<file path="config.mk">
export PLATFORM = sky130hd
export DESIGN_NAME = twt_two_wire_target
export DESIGN_NICKNAME = d
export VERILOG_FILES = /design/src/rtl/twt_pkg.sv /design/src/rtl/twt_line_watch.sv /design/src/rtl/twt_two_wire_target.sv
export SDC_FILE = /design/constraint.sdc
export NUM_CORES = 1
export LEC_CHECK = 0
export BUFFER_PORTS_ARGS = -buffer_cell sky130_fd_sc_hd__buf_2
export CORE_MARGIN = 8
export CORE_UTILIZATION = 55
export CTS_BUF_LIST = sky130_fd_sc_hd__clkbuf_8
export DETAILED_ROUTE_END_ITERATION = 8
export GPL_TIMING_DRIVEN = 0
export PLACE_DENSITY = 0.78
export SYNTH_ARGS = -nofsm -noshare
export SYNTH_HDL_FRONTEND = slang
export SYNTH_SLANG_ARGS = --single-unit
</file>
<file path="constraint.sdc">
create_clock -name CLK -period 3.7 [get_ports CLK]
set_input_delay 0 -clock CLK [delete_from_list [all_inputs] [get_ports CLK]]
set_output_delay 0 -clock CLK [all_outputs]
set_load 0.05 [all_outputs]
</file>
<file path="src/rtl/twt_pkg.sv">
// ==========================================================
// register map, field layout and shared types
package twt_pkg;

	// ==========================================================
	// register byte offsets on the apb side
	localparam logic [11:0] TASKS_OFS = 12'h000;
	localparam logic [11:0] EVENTS_OFS = 12'h100;
	localparam logic [11:0] ENABLE_OFS = 12'h500;
	localparam logic [11:0] RX_PTR_OFS = 12'h534;
	localparam logic [11:0] RX_MAX_OFS = 12'h538;
	localparam logic [11:0] RX_AMT_OFS = 12'h53C;
	localparam logic [11:0] TX_PTR_OFS = 12'h544;
	localparam logic [11:0] TX_MAX_OFS = 12'h548;
	localparam logic [11:0] TX_AMT_OFS = 12'h54C;
	localparam logic [11:0] ADDRESS_OFS = 12'h588;
	localparam logic [11:0] CONFIG_OFS = 12'h594;
	localparam logic [11:0] FILL_OFS = 12'h5C0;

	// ==========================================================
	// field positions
	localparam int TASK_HALT_BIT = 0;
	localparam int TASK_ARM_RX_BIT = 1;
	localparam int TASK_ARM_TX_BIT = 2;
	localparam int EV_HALTED_BIT = 0;
	localparam int EV_RX_BEGUN_BIT = 1;
	localparam int EV_TX_BEGUN_BIT = 2;
	localparam int EV_ERROR_BIT = 3;
	localparam int EV_W = 4;
	localparam int CNT_W = 10;

	// ==========================================================
	// reset values and counts
	localparam logic [7:0] FILL_RST = 8'h00;
	localparam logic [6:0] ADDRESS_RST = 7'h00;
	localparam logic [31:0] PTR_RST = 32'h0000_0000;
	localparam logic [CNT_W-1:0] CNT_RST = 10'h000;
	localparam logic [3:0] BYTE_BITS = 4'h8;
	localparam logic [2:0] LAST_BIT = 3'h7;

	// ==========================================================
	// memory channel carriers, one byte per access
	typedef struct packed {
		logic valid;
		logic write;
		logic [31:0] addr;
		logic [7:0] data;
	} twt_mem_req_type;

	typedef struct packed {
		logic ack;
		logic [7:0] data;
	} twt_mem_ans_type;

	// conditions seen on the synchronised bus lines
	typedef struct packed {
		logic start;
		logic stop;
		logic rise;
		logic fall;
		logic sda;
	} twt_line_type;

	typedef enum logic [3:0] {
		ST_OFF,
		ST_IDLE,
		ST_ADDR,
		ST_SKIP,
		ST_HOLD,
		ST_ADDR_ACK,
		ST_TX_BIT,
		ST_TX_ACK,
		ST_RX_BIT,
		ST_RX_ACK,
		ST_WAIT_END,
		ST_HALT
	} twt_state_type;

	// saturation is not needed: rx and index counts stop at the byte limit; tx_amt_r is not held there and wraps
	function automatic logic [CNT_W-1:0] twt_inc(input logic [CNT_W-1:0] v);
		twt_inc = v + 10'h001;
	endfunction

endpackage

</file>
<file path="src/rtl/twt_line_watch.sv">
`timescale 1ns/1ps
// ==========================================================
// bus line synchroniser and condition detector
module twt_line_watch (
	input wire logic clk,
	input wire logic resetn,
	input wire logic scl_pin,
	input wire logic sda_pin,
	output twt_pkg::twt_line_type line
);

	logic [1:0] scl_sync_r;
	logic [1:0] sda_sync_r;
	logic scl_q_r;
	logic sda_q_r;

	// two synchroniser flops and one delay flop per pin; lines idle high so reset to one
	always_ff @(posedge clk) begin
		if (!resetn) begin
			scl_sync_r <= 2'h3;
			sda_sync_r <= 2'h3;
			scl_q_r <= '1;
			sda_q_r <= '1;
		end else begin
			scl_sync_r <= {scl_sync_r[0], scl_pin};
			sda_sync_r <= {sda_sync_r[0], sda_pin};
			scl_q_r <= scl_sync_r[1];
			sda_q_r <= sda_sync_r[1];
		end
	end

	// start and restart look the same here; the core sends both straight to the address phase
	assign line.start = scl_sync_r[1] & scl_q_r & sda_q_r & ~sda_sync_r[1];
	assign line.stop = scl_sync_r[1] & scl_q_r & ~sda_q_r & sda_sync_r[1];
	assign line.rise = scl_sync_r[1] & ~scl_q_r;
	assign line.fall = ~scl_sync_r[1] & scl_q_r;
	assign line.sda = sda_sync_r[1];

endmodule // twt_line_watch

</file>
<file path="src/rtl/twt_two_wire_target.sv">
// The placing of the registers and the APB interface to the registers are this design's own decisions.
`timescale 1ns/1ps
module twt_two_wire_target (
	input wire logic CLK,
	input wire logic RESETN,
	input wire logic PSEL,
	input wire logic PENABLE,
	input wire logic PWRITE,
	input wire logic [11:0] PADDR,
	input wire logic [31:0] PWDATA,
	output logic [31:0] PRDATA,
	output logic PREADY,
	output logic PSLVERR,
	input wire logic SCL_I,
	output logic SCL_O,
	output logic SCL_OE_N,
	input wire logic SDA_I,
	output logic SDA_O,
	output logic SDA_OE_N,
	output twt_pkg::twt_mem_req_type MEM_REQ,
	input twt_pkg::twt_mem_ans_type MEM_ANS,
	output logic LOW_POWER
);

	// ==========================================================
	// declarations
	twt_pkg::twt_line_type line;
	twt_pkg::twt_state_type state_r;
	logic enable_r;
	logic match_en_r;
	logic [6:0] addr_r;
	logic [7:0] fill_r;
	logic [31:0] tx_ptr_r;
	logic [31:0] rx_ptr_r;
	logic [twt_pkg::CNT_W-1:0] tx_max_r;
	logic [twt_pkg::CNT_W-1:0] rx_max_r;
	logic [twt_pkg::CNT_W-1:0] tx_amt_r;
	logic [twt_pkg::CNT_W-1:0] rx_amt_r;
	logic [twt_pkg::EV_W-1:0] events_r;
	logic [twt_pkg::EV_W-1:0] ev_set;
	logic [twt_pkg::EV_W-1:0] ev_clr;
	logic tx_prep_r;
	logic rx_prep_r;
	logic [3:0] bit_cnt_r;
	logic [7:0] shift_r;
	logic dir_r;
	logic nack_r;
	logic engaged_r;
	logic [31:0] cur_ptr_r;
	logic [twt_pkg::CNT_W-1:0] cur_max_r;
	logic [twt_pkg::CNT_W-1:0] byte_idx_r;
	logic [7:0] tx_byte_r;
	logic data_ok_r;
	logic mem_busy_r;
	twt_pkg::twt_mem_req_type req_r;
	logic scl_low_r;
	logic sda_low_r;
	logic low_power_r;
	logic [31:0] prdata_r;
	logic pslverr_r;
	logic apb_wr;
	logic apb_setup_rd;
	logic task_halt;
	logic task_arm_tx;
	logic task_arm_rx;
	logic addr_done;
	logic addr_hit;
	logic hold_go;
	logic begin_dir;
	logic begin_p;
	logic halted_p;
	logic over;
	logic fetch_now;
	logic tx_byte_end;
	logic rx_byte_end;
	logic tx_bit;

	// ==========================================================
	// bus line watcher
	twt_line_watch u_line_watch (
		.clk(CLK),
		.resetn(RESETN),
		.scl_pin(SCL_I),
		.sda_pin(SDA_I),
		.line(line)
	);

	// ==========================================================
	// apb decode and task strobes
	assign apb_wr = PSEL & PENABLE & PWRITE;
	assign apb_setup_rd = PSEL & ~PENABLE & ~PWRITE;
	assign task_halt = apb_wr && PADDR == twt_pkg::TASKS_OFS && PWDATA[twt_pkg::TASK_HALT_BIT];
	assign task_arm_tx = apb_wr && PADDR == twt_pkg::TASKS_OFS &&
		PWDATA[twt_pkg::TASK_ARM_TX_BIT];
	assign task_arm_rx = apb_wr && PADDR == twt_pkg::TASKS_OFS &&
		PWDATA[twt_pkg::TASK_ARM_RX_BIT];

	// ==========================================================
	// transition decisions shared by several processes
	assign addr_done = state_r == twt_pkg::ST_ADDR && line.fall && bit_cnt_r == twt_pkg::BYTE_BITS;
	assign addr_hit = match_en_r && shift_r[7:1] == addr_r;
	assign hold_go = state_r == twt_pkg::ST_HOLD && (dir_r ? tx_prep_r : rx_prep_r);
	assign begin_dir = addr_done ? shift_r[0] : dir_r;
	// begun fires when the prepared flag is present at the match, or later from hold
	assign begin_p = enable_r && !task_halt && !line.stop && !line.start &&
		((addr_done && addr_hit && (shift_r[0] ? tx_prep_r : rx_prep_r)) || hold_go);
	assign halted_p = enable_r && state_r == twt_pkg::ST_HALT && !mem_busy_r;
	assign over = byte_idx_r >= cur_max_r;
	assign fetch_now = dir_r && !data_ok_r && !mem_busy_r &&
		(state_r == twt_pkg::ST_ADDR_ACK || state_r == twt_pkg::ST_TX_BIT ||
		state_r == twt_pkg::ST_TX_ACK);
	assign tx_byte_end = state_r == twt_pkg::ST_TX_BIT && line.fall && bit_cnt_r[2:0] == twt_pkg::LAST_BIT;
	assign rx_byte_end = state_r == twt_pkg::ST_RX_BIT && line.fall && bit_cnt_r == twt_pkg::BYTE_BITS;
	assign tx_bit = tx_byte_r[twt_pkg::LAST_BIT - bit_cnt_r[2:0]];

	// event sources
	always_comb begin
		ev_set = '0;
		ev_set[twt_pkg::EV_HALTED_BIT] = halted_p;
		ev_set[twt_pkg::EV_RX_BEGUN_BIT] = begin_p && !begin_dir;
		ev_set[twt_pkg::EV_TX_BEGUN_BIT] = begin_p && begin_dir;
		ev_set[twt_pkg::EV_ERROR_BIT] = (fetch_now && over) || (rx_byte_end && over);
		ev_clr = (apb_wr && PADDR == twt_pkg::EVENTS_OFS) ? PWDATA[twt_pkg::EV_W-1:0] : '0;
	end

	// ==========================================================
	// software registers; address settings are trusted to change only while disabled
	always_ff @(posedge CLK) begin
		if (!RESETN) begin
			enable_r <= '0;
			match_en_r <= '0;
			addr_r <= twt_pkg::ADDRESS_RST;
			fill_r <= twt_pkg::FILL_RST;
			tx_ptr_r <= twt_pkg::PTR_RST;
			rx_ptr_r <= twt_pkg::PTR_RST;
			tx_max_r <= twt_pkg::CNT_RST;
			rx_max_r <= twt_pkg::CNT_RST;
		end else if (apb_wr) begin
			case (PADDR)
				twt_pkg::ENABLE_OFS: enable_r <= PWDATA[0];
				twt_pkg::CONFIG_OFS: match_en_r <= PWDATA[0];
				twt_pkg::ADDRESS_OFS: addr_r <= PWDATA[6:0];
				twt_pkg::FILL_OFS: fill_r <= PWDATA[7:0];
				twt_pkg::TX_PTR_OFS: tx_ptr_r <= PWDATA;
				twt_pkg::RX_PTR_OFS: rx_ptr_r <= PWDATA;
				twt_pkg::TX_MAX_OFS: tx_max_r <= PWDATA[twt_pkg::CNT_W-1:0];
				twt_pkg::RX_MAX_OFS: rx_max_r <= PWDATA[twt_pkg::CNT_W-1:0];
				default: ;
			endcase
		end
	end

	// sticky events, write one to clear; a new event beats its own clear
	always_ff @(posedge CLK) begin
		if (!RESETN) begin
			events_r <= '0;
		end else begin
			events_r <= (events_r & ~ev_clr) | ev_set;
		end
	end

	// read data captured in the setup cycle so the access cycle needs no wait
	always_ff @(posedge CLK) begin
		if (!RESETN) begin
			prdata_r <= 32'h0000_0000;
			pslverr_r <= '0;
		end else if (apb_setup_rd) begin
			prdata_r <= 32'h0000_0000;
			pslverr_r <= '0;
			case (PADDR)
				twt_pkg::TASKS_OFS: ;
				twt_pkg::EVENTS_OFS: prdata_r[twt_pkg::EV_W-1:0] <= events_r;
				twt_pkg::ENABLE_OFS: prdata_r[0] <= enable_r;
				twt_pkg::CONFIG_OFS: prdata_r[0] <= match_en_r;
				twt_pkg::ADDRESS_OFS: prdata_r[6:0] <= addr_r;
				twt_pkg::FILL_OFS: prdata_r[7:0] <= fill_r;
				twt_pkg::TX_PTR_OFS: prdata_r <= tx_ptr_r;
				twt_pkg::RX_PTR_OFS: prdata_r <= rx_ptr_r;
				twt_pkg::TX_MAX_OFS: prdata_r[twt_pkg::CNT_W-1:0] <= tx_max_r;
				twt_pkg::RX_MAX_OFS: prdata_r[twt_pkg::CNT_W-1:0] <= rx_max_r;
				twt_pkg::TX_AMT_OFS: prdata_r[twt_pkg::CNT_W-1:0] <= tx_amt_r;
				twt_pkg::RX_AMT_OFS: prdata_r[twt_pkg::CNT_W-1:0] <= rx_amt_r;
				default: pslverr_r <= '1;
			endcase
		end
	end

	assign PRDATA = prdata_r;
	assign PREADY = '1;
	// the flag lingers after an unmapped read, so a later write must not show it
	assign PSLVERR = PSEL & PENABLE & ~PWRITE & pslverr_r;

	// ==========================================================
	// hidden prepared flags; unprepare wins over a simultaneous arm
	always_ff @(posedge CLK) begin
		if (!RESETN) begin
			tx_prep_r <= '0;
			rx_prep_r <= '0;
		end else begin
			if ((begin_p && begin_dir) || (halted_p && dir_r)) begin
				tx_prep_r <= '0;
			end else if (task_arm_tx) begin
				tx_prep_r <= '1;
			end
			if ((begin_p && !begin_dir) || (halted_p && !dir_r)) begin
				rx_prep_r <= '0;
			end else if (task_arm_rx) begin
				rx_prep_r <= '1;
			end
		end
	end

	// ==========================================================
	// bus state machine; bit steps move only on sampled scl edges, so a held-low clock just waits
	always_ff @(posedge CLK) begin
		if (!RESETN) begin
			state_r <= twt_pkg::ST_OFF;
			bit_cnt_r <= 4'h0;
			shift_r <= 8'h00;
			dir_r <= '0;
			nack_r <= '0;
			engaged_r <= '0;
			tx_amt_r <= twt_pkg::CNT_RST;
			rx_amt_r <= twt_pkg::CNT_RST;
		end else if (!enable_r) begin
			state_r <= twt_pkg::ST_OFF;
			engaged_r <= '0;
		end else if (state_r == twt_pkg::ST_OFF) begin
			state_r <= twt_pkg::ST_IDLE;
		end else if (task_halt) begin
			state_r <= twt_pkg::ST_HALT;
		end else if (line.stop) begin
			state_r <= engaged_r ? twt_pkg::ST_HALT : twt_pkg::ST_IDLE;
		end else if (line.start) begin
			// a restart goes straight to the address phase without passing through idle
			state_r <= twt_pkg::ST_ADDR;
			bit_cnt_r <= 4'h0;
		end else begin
			case (state_r)
				twt_pkg::ST_ADDR: begin
					if (line.rise) begin
						shift_r <= {shift_r[6:0], line.sda};
						bit_cnt_r <= bit_cnt_r + 4'h1;
					end else if (addr_done) begin
						if (addr_hit) begin
							dir_r <= shift_r[0];
							engaged_r <= '1;
							state_r <= begin_p ? twt_pkg::ST_ADDR_ACK : twt_pkg::ST_HOLD;
						end else begin
							state_r <= twt_pkg::ST_SKIP;
						end
					end
				end
				twt_pkg::ST_HOLD: begin
					if (hold_go) begin
						state_r <= twt_pkg::ST_ADDR_ACK;
					end
				end
				twt_pkg::ST_ADDR_ACK: begin
					if (line.fall) begin
						bit_cnt_r <= 4'h0;
						state_r <= dir_r ? twt_pkg::ST_TX_BIT : twt_pkg::ST_RX_BIT;
					end
				end
				twt_pkg::ST_TX_BIT: begin
					if (tx_byte_end) begin
						tx_amt_r <= twt_pkg::twt_inc(tx_amt_r);
						state_r <= twt_pkg::ST_TX_ACK;
					end else if (line.fall) begin
						bit_cnt_r <= bit_cnt_r + 4'h1;
					end
				end
				twt_pkg::ST_TX_ACK: begin
					if (line.rise) begin
						nack_r <= line.sda;
					end else if (line.fall) begin
						bit_cnt_r <= 4'h0;
						state_r <= nack_r ? twt_pkg::ST_WAIT_END : twt_pkg::ST_TX_BIT;
					end
				end
				twt_pkg::ST_RX_BIT: begin
					if (line.rise) begin
						shift_r <= {shift_r[6:0], line.sda};
						bit_cnt_r <= bit_cnt_r + 4'h1;
					end else if (rx_byte_end) begin
						nack_r <= over;
						if (!over) begin
							rx_amt_r <= twt_pkg::twt_inc(rx_amt_r);
						end
						state_r <= twt_pkg::ST_RX_ACK;
					end
				end
				twt_pkg::ST_RX_ACK: begin
					if (line.fall) begin
						bit_cnt_r <= 4'h0;
						state_r <= twt_pkg::ST_RX_BIT;
					end
				end
				twt_pkg::ST_HALT: begin
					if (halted_p) begin
						engaged_r <= '0;
						state_r <= twt_pkg::ST_IDLE;
					end
				end
				default: ;
			endcase
			// amounts restart with each new transaction
			if (begin_p) begin
				tx_amt_r <= twt_pkg::CNT_RST;
				rx_amt_r <= twt_pkg::CNT_RST;
			end
		end
	end

	// ==========================================================
	// memory channels: reads feed transmit, writes take received bytes
	always_ff @(posedge CLK) begin
		if (!RESETN) begin
			req_r <= '0;
			mem_busy_r <= '0;
			data_ok_r <= '0;
			tx_byte_r <= 8'h00;
			cur_ptr_r <= twt_pkg::PTR_RST;
			cur_max_r <= twt_pkg::CNT_RST;
			byte_idx_r <= twt_pkg::CNT_RST;
		end else begin
			if (mem_busy_r && MEM_ANS.ack) begin
				req_r.valid <= '0;
				mem_busy_r <= '0;
				if (!req_r.write) begin
					tx_byte_r <= MEM_ANS.data;
					data_ok_r <= '1;
				end
			end
			if (begin_p) begin
				// pointer and limit are latched at begun so software may reload them
				cur_ptr_r <= begin_dir ? tx_ptr_r : rx_ptr_r;
				cur_max_r <= begin_dir ? tx_max_r : rx_max_r;
				byte_idx_r <= twt_pkg::CNT_RST;
				data_ok_r <= '0;
			end else if (fetch_now && over) begin
				tx_byte_r <= fill_r;
				data_ok_r <= '1;
			end else if (fetch_now) begin
				req_r <= '{valid: '1, write: '0, addr: cur_ptr_r + {22'h00_0000, byte_idx_r},
					data: 8'h00};
				mem_busy_r <= '1;
				byte_idx_r <= twt_pkg::twt_inc(byte_idx_r);
			end else if (rx_byte_end && !over) begin
				req_r <= '{valid: '1, write: '1, addr: cur_ptr_r + {22'h00_0000, byte_idx_r},
					data: shift_r};
				mem_busy_r <= '1;
				byte_idx_r <= twt_pkg::twt_inc(byte_idx_r);
			end
			if (tx_byte_end) begin
				data_ok_r <= '0;
			end
		end
	end

	assign MEM_REQ = req_r;

	// ==========================================================
	// pin drivers; stretching only starts while scl is already low
	always_ff @(posedge CLK) begin
		if (!RESETN) begin
			scl_low_r <= '0;
			sda_low_r <= '0;
			low_power_r <= '0;
		end else begin
			scl_low_r <= enable_r && (state_r == twt_pkg::ST_HOLD ||
				(state_r == twt_pkg::ST_TX_BIT && !data_ok_r) ||
				(state_r == twt_pkg::ST_RX_ACK && mem_busy_r));
			sda_low_r <= enable_r && (state_r == twt_pkg::ST_ADDR_ACK ||
				(state_r == twt_pkg::ST_TX_BIT && data_ok_r && !tx_bit) ||
				(state_r == twt_pkg::ST_RX_ACK && !nack_r));
			// no clocked work is pending while unaddressed, so the clock may be gated
			low_power_r <= state_r == twt_pkg::ST_IDLE || state_r == twt_pkg::ST_SKIP;
		end
	end

	assign SCL_O = '0;
	assign SCL_OE_N = ~scl_low_r;
	assign SDA_O = '0;
	assign SDA_OE_N = ~sda_low_r;
	assign LOW_POWER = low_power_r;

endmodule // twt_two_wire_target

</file>
==> impl_metrics.json <==
{
  "wl_um": 46700,
  "fin_util_pct": 65.9,
  "synth_top_flop_cell": "dfxtp_1",
  "area_growth_pct": 18.1,
  "worstPathMaxFanout": 9,
  "finClkSkew_ns": 0.0299,
  "cp-start-kind": "register",
  "core_area_mm2": 0.0250,
  "fmax_mhz": 314,
  "synth_edf_count": 0,
  "synth.avg_cell_area_um2": 8.46,
  "rsz0062_at_grt": "no",
  "drt_iter0_drc": 1722,
  "slew_viol_final": 0,
  "ys_ff_latch": 292,
  "fin_crit_sh_pct": 86.0,
  "drive_gt1_share_pct": 14.1,
  "htreeDepth": 2,
  "cts-buffers-inserted": 48,
  "crit_arrival_ns": 3.67,
  "drtPass1Iterations": 6,
  "clock_path_buffers": 3,
  "fin_tns_setup_ns": 0,
  "start_util_pct": 55.8,
  "final_area_mm2": 0.0165,
  "n_fill_cell": 2175,
  "grt_first_pass_wirelength_um": 72700,
  "grt_antenna_before_repair": 1,
  "power_leakage_nw": 6.37,
  "slew_headroom_pct": 2.98,
  "fp.dieW_um": 175,
  "crit_required_ns": 4.19,
  "clock_sinks": 292,
  "setup_viol": 0,
  "setup_slack_ns": 0.517,
  "grt_pass1_vias": 13340,
  "crit_type": "register to register",
  "grt_overflow_total": 0,
  "ys_seq_area_share_pct": 41.9,
  "vias": 13997,
  "avgRoutedWirePerCell_um": 20.8,
  "synth_area_mm2": 0.0140,
  "maxCapViolations": 0,
  "dieArea_mm2": 0.0307,
  "hold_violations": 0,
  "ys_warn_count": 0,
  "powerDensity_mw_per_mm2": 382,
  "clock_latency_ns": 0.59,
  "async_flop_share_pct": 0,
  "rows": 58,
  "drc": 0,
  "synthCells": 1649,
  "die_height_um": 175,
  "fin_nets": 1973,
  "io_buffers": 134,
  "endpoint_kind": "register",
  "ioPinCount": 141,
  "cts_tree": "done",
  "cts_setup_buffers": 0,
  "hpwl_um": 34100,
  "final_antenna_net_count": 0,
  "via_per_inst": 6.23,
  "root_buffer": "clkbuf_8",
  "worst_slew_pin_slew_ns": 1.45,
  "dp_slack_ns": 0.557,
  "grt_max_degree": 14,
  "hold_path.class": "input port to register",
  "cts.clk_slew.worst_paths_ns": 0.06,
  "track_usage_pct": 29.3,
  "gp_congestion": 0.967,
  "total_power_w": 0.00630,
  "fin_crit_ns": 3.18,
  "worst_ir_drop_vdd_v": 0.000267,
  "dpl-instance-area_mm2": 0.0151,
  "status": "finished clean",
  "synth_cell_types": 85
}
through the flow:
step / std cells / hold WS [ns]
global route: 2247 / 0.0732
floorplan: 1650 / 0.101
finish: 2247 / 0.0154
detailed placement: 2114 / 0.199
global placement: 2114 / 0.184
CTS: 2246 / 0.0000130
cells in the final DEF (no fill, tap or decap), types with 5 or more instances in the layout:
| cell type | instances |
|---|---|
| nand4_1 | 15 |
| xor2_1 | 15 |
| clkbuf_8 | 57 |
| a31oi_1 | 20 |
| nand2b_1 | 17 |
| buf_1 | 5 |
| nand2_1 | 230 |
| nor2b_1 | 5 |
| buf_4 | 9 |
| o31ai_1 | 12 |
| ha_1 | 26 |
| and3_1 | 18 |
| dfxtp_1 | 292 |
| a22o_1 | 9 |
| o21ai_0 | 49 |
| mux2i_1 | 78 |
| buf_2 | 168 |
| nor3_1 | 40 |
| nand3_1 | 73 |
| or3_1 | 24 |
| a2111oi_0 | 5 |
| a221oi_1 | 38 |
| dlygate4sd3_1 | 52 |
| inv_1 | 51 |
| clkbuf_1 | 71 |
| a211oi_1 | 66 |
| or4_1 | 12 |
| a22oi_1 | 11 |
| a222oi_1 | 6 |
| nor4_1 | 6 |
| a21o_1 | 7 |
| xnor2_1 | 12 |
| a21oi_1 | 162 |
| o21a_1 | 11 |
| o311ai_0 | 5 |
| o2111ai_1 | 7 |
| nor4_2 | 6 |
| o211ai_1 | 8 |
| nor2_1 | 128 |
report_power, final:
part	switching (W)	internal [W]	total, W
clock network	0.00131	0.00146	0.00277
registers	0.0000146	0.00316	0.00318
logic	0.000246	0.000112	0.000358
total	0.00157	0.00473	0.00630
Yosys cell counts (4+ instances only):
cell	number	share of area [%]
nand4_1	15	0.67
nand2b_1	17	0.76
a221o_1	4	0.29
a31oi_1	20	0.90
a22o_1	9	0.56
xnor2_1	12	0.75
a211o_1	4	0.25
a211oi_1	66	3.5
o2111ai_1	7	0.44
buf_4	9	0.48
a311oi_1	4	0.25
or4_1	12	0.65
a21oi_1	162	5.8
o21ai_0	49	1.8
buf_1	5	0.13
o31ai_1	12	0.65
nand2_1	230	6.2
o211ai_1	8	0.43
o21bai_1	4	0.22
nor2_1	128	3.4
nor2b_1	5	0.22
and3_1	18	0.81
ha_1	26	2.3
a221oi_1	38	2.4
a222oi_1	6	0.43
a21o_1	7	0.38
o21a_1	11	0.59
mux2i_1	78	5.6
nor4_1	7	0.31
nor4_2	5	0.45
or3_1	24	1.1
nor3_1	40	1.4
a2111oi_0	5	0.31
dfxtp_1	292	42
clkbuf_1	71	1.9
nand3_1	73	2.6
buf_2	34	1.2
inv_1	33	0.89
o311ai_0	5	0.31
xor2_1	15	0.94
a22oi_1	11	0.59
area by class of cell:
class	count	area [µm²]	share of cell area (%)
multi-input combinational	1205	7460	45.3
inverter	33	124	0.751
timing repair buffer	186	1190	7.22
buffer	120	534	3.24
clock inverter	23	130	0.789
tap	330	413	2.50
clock buffer	57	785	4.76
sequential	292	5850	35.5
antenna	1	2.50	0.0152
registers in the layout, summed over array words and instances, names as in the netlist, 2 cells and up:
| signal | count |
|---|---|
| MEM_REQ | 42 |
| PRDATA | 32 |
| cur_ptr_r | 32 |
| rx_ptr_r | 32 |
| tx_ptr_r | 32 |
| byte_idx_r | 10 |
| cur_max_r | 10 |
| rx_amt_r | 10 |
| rx_max_r | 10 |
| tx_amt_r | 10 |
| tx_max_r | 10 |
| fill_r | 8 |
| shift_r | 8 |
| tx_byte_r | 8 |
| addr_r | 7 |
| bit_cnt_r | 4 |
| events_r | 4 |
| state_r | 4 |
| u_line_watch.scl_sync_r | 2 |
| u_line_watch.sda_sync_r | 2 |
final timing paths:
path | slack [ns] | endpoint | cells past startpoint | from
worst min register to register | 0.43 | u_line_watch.scl_sync_r[1]$_SDFF_PN1_ | 1 | u_line_watch.scl_sync_r[0]$_SDFF_PN1_
worst max register to register | 0.52 | MEM_REQ[32]$_SDFFE_PN0P_ | 9 | byte_idx_r[0]$_SDFFE_PP0P_
worst min-delay path | 0.02 | enable_r$_SDFFE_PN0P_ | 7 | PADDR[0]
worst max-delay path | 0.52 | MEM_REQ[32]$_SDFFE_PN0P_ | 9 | byte_idx_r[0]$_SDFFE_PP0P_
layer usage:
layer	GRT usage (%)	up-vias	wire, µm
li1	-	6511	-
met1	39.9	6635	19900
met2	44.8	721	20500
met3	5.13	130	4430
met4	12.8	0	1890
met5	0	-	0
cells by family (layout without fill, tap and decap cells):
group | after synthesis | in the layout | synth area share, %
compound gates | 462 | 462 | 22.5
xor+xnor | 27 | 27 | 1.69
fa+ha+maj | 27 | 27 | 2.47
buf+inv | 153 | 419 | 4.71
flops | 292 | 292 | 41.9
mux | 80 | 80 | 5.92
other cells | 2 | 4 | 0.0538
simple gates | 606 | 606 | 20.8
critical path: stages, from the launching register on:
cell	delay, ns
dfxtp_1	0.44
ha_1	0.25
inv_1	0.07
fa_1	0.40
nor2b_1	0.19
o2111ai_1	0.22
a211oi_2	0.54
o211ai_2	0.27
or4_1	0.45
a311oi_1	0.27
repair_timing:
item                      4_1_cts  5_1_grt
hold buffers                   52        0
resized for setup               0        0
hold endpoints to repair      126        0
No activity file was read; power rests on OpenSTA's default activity.
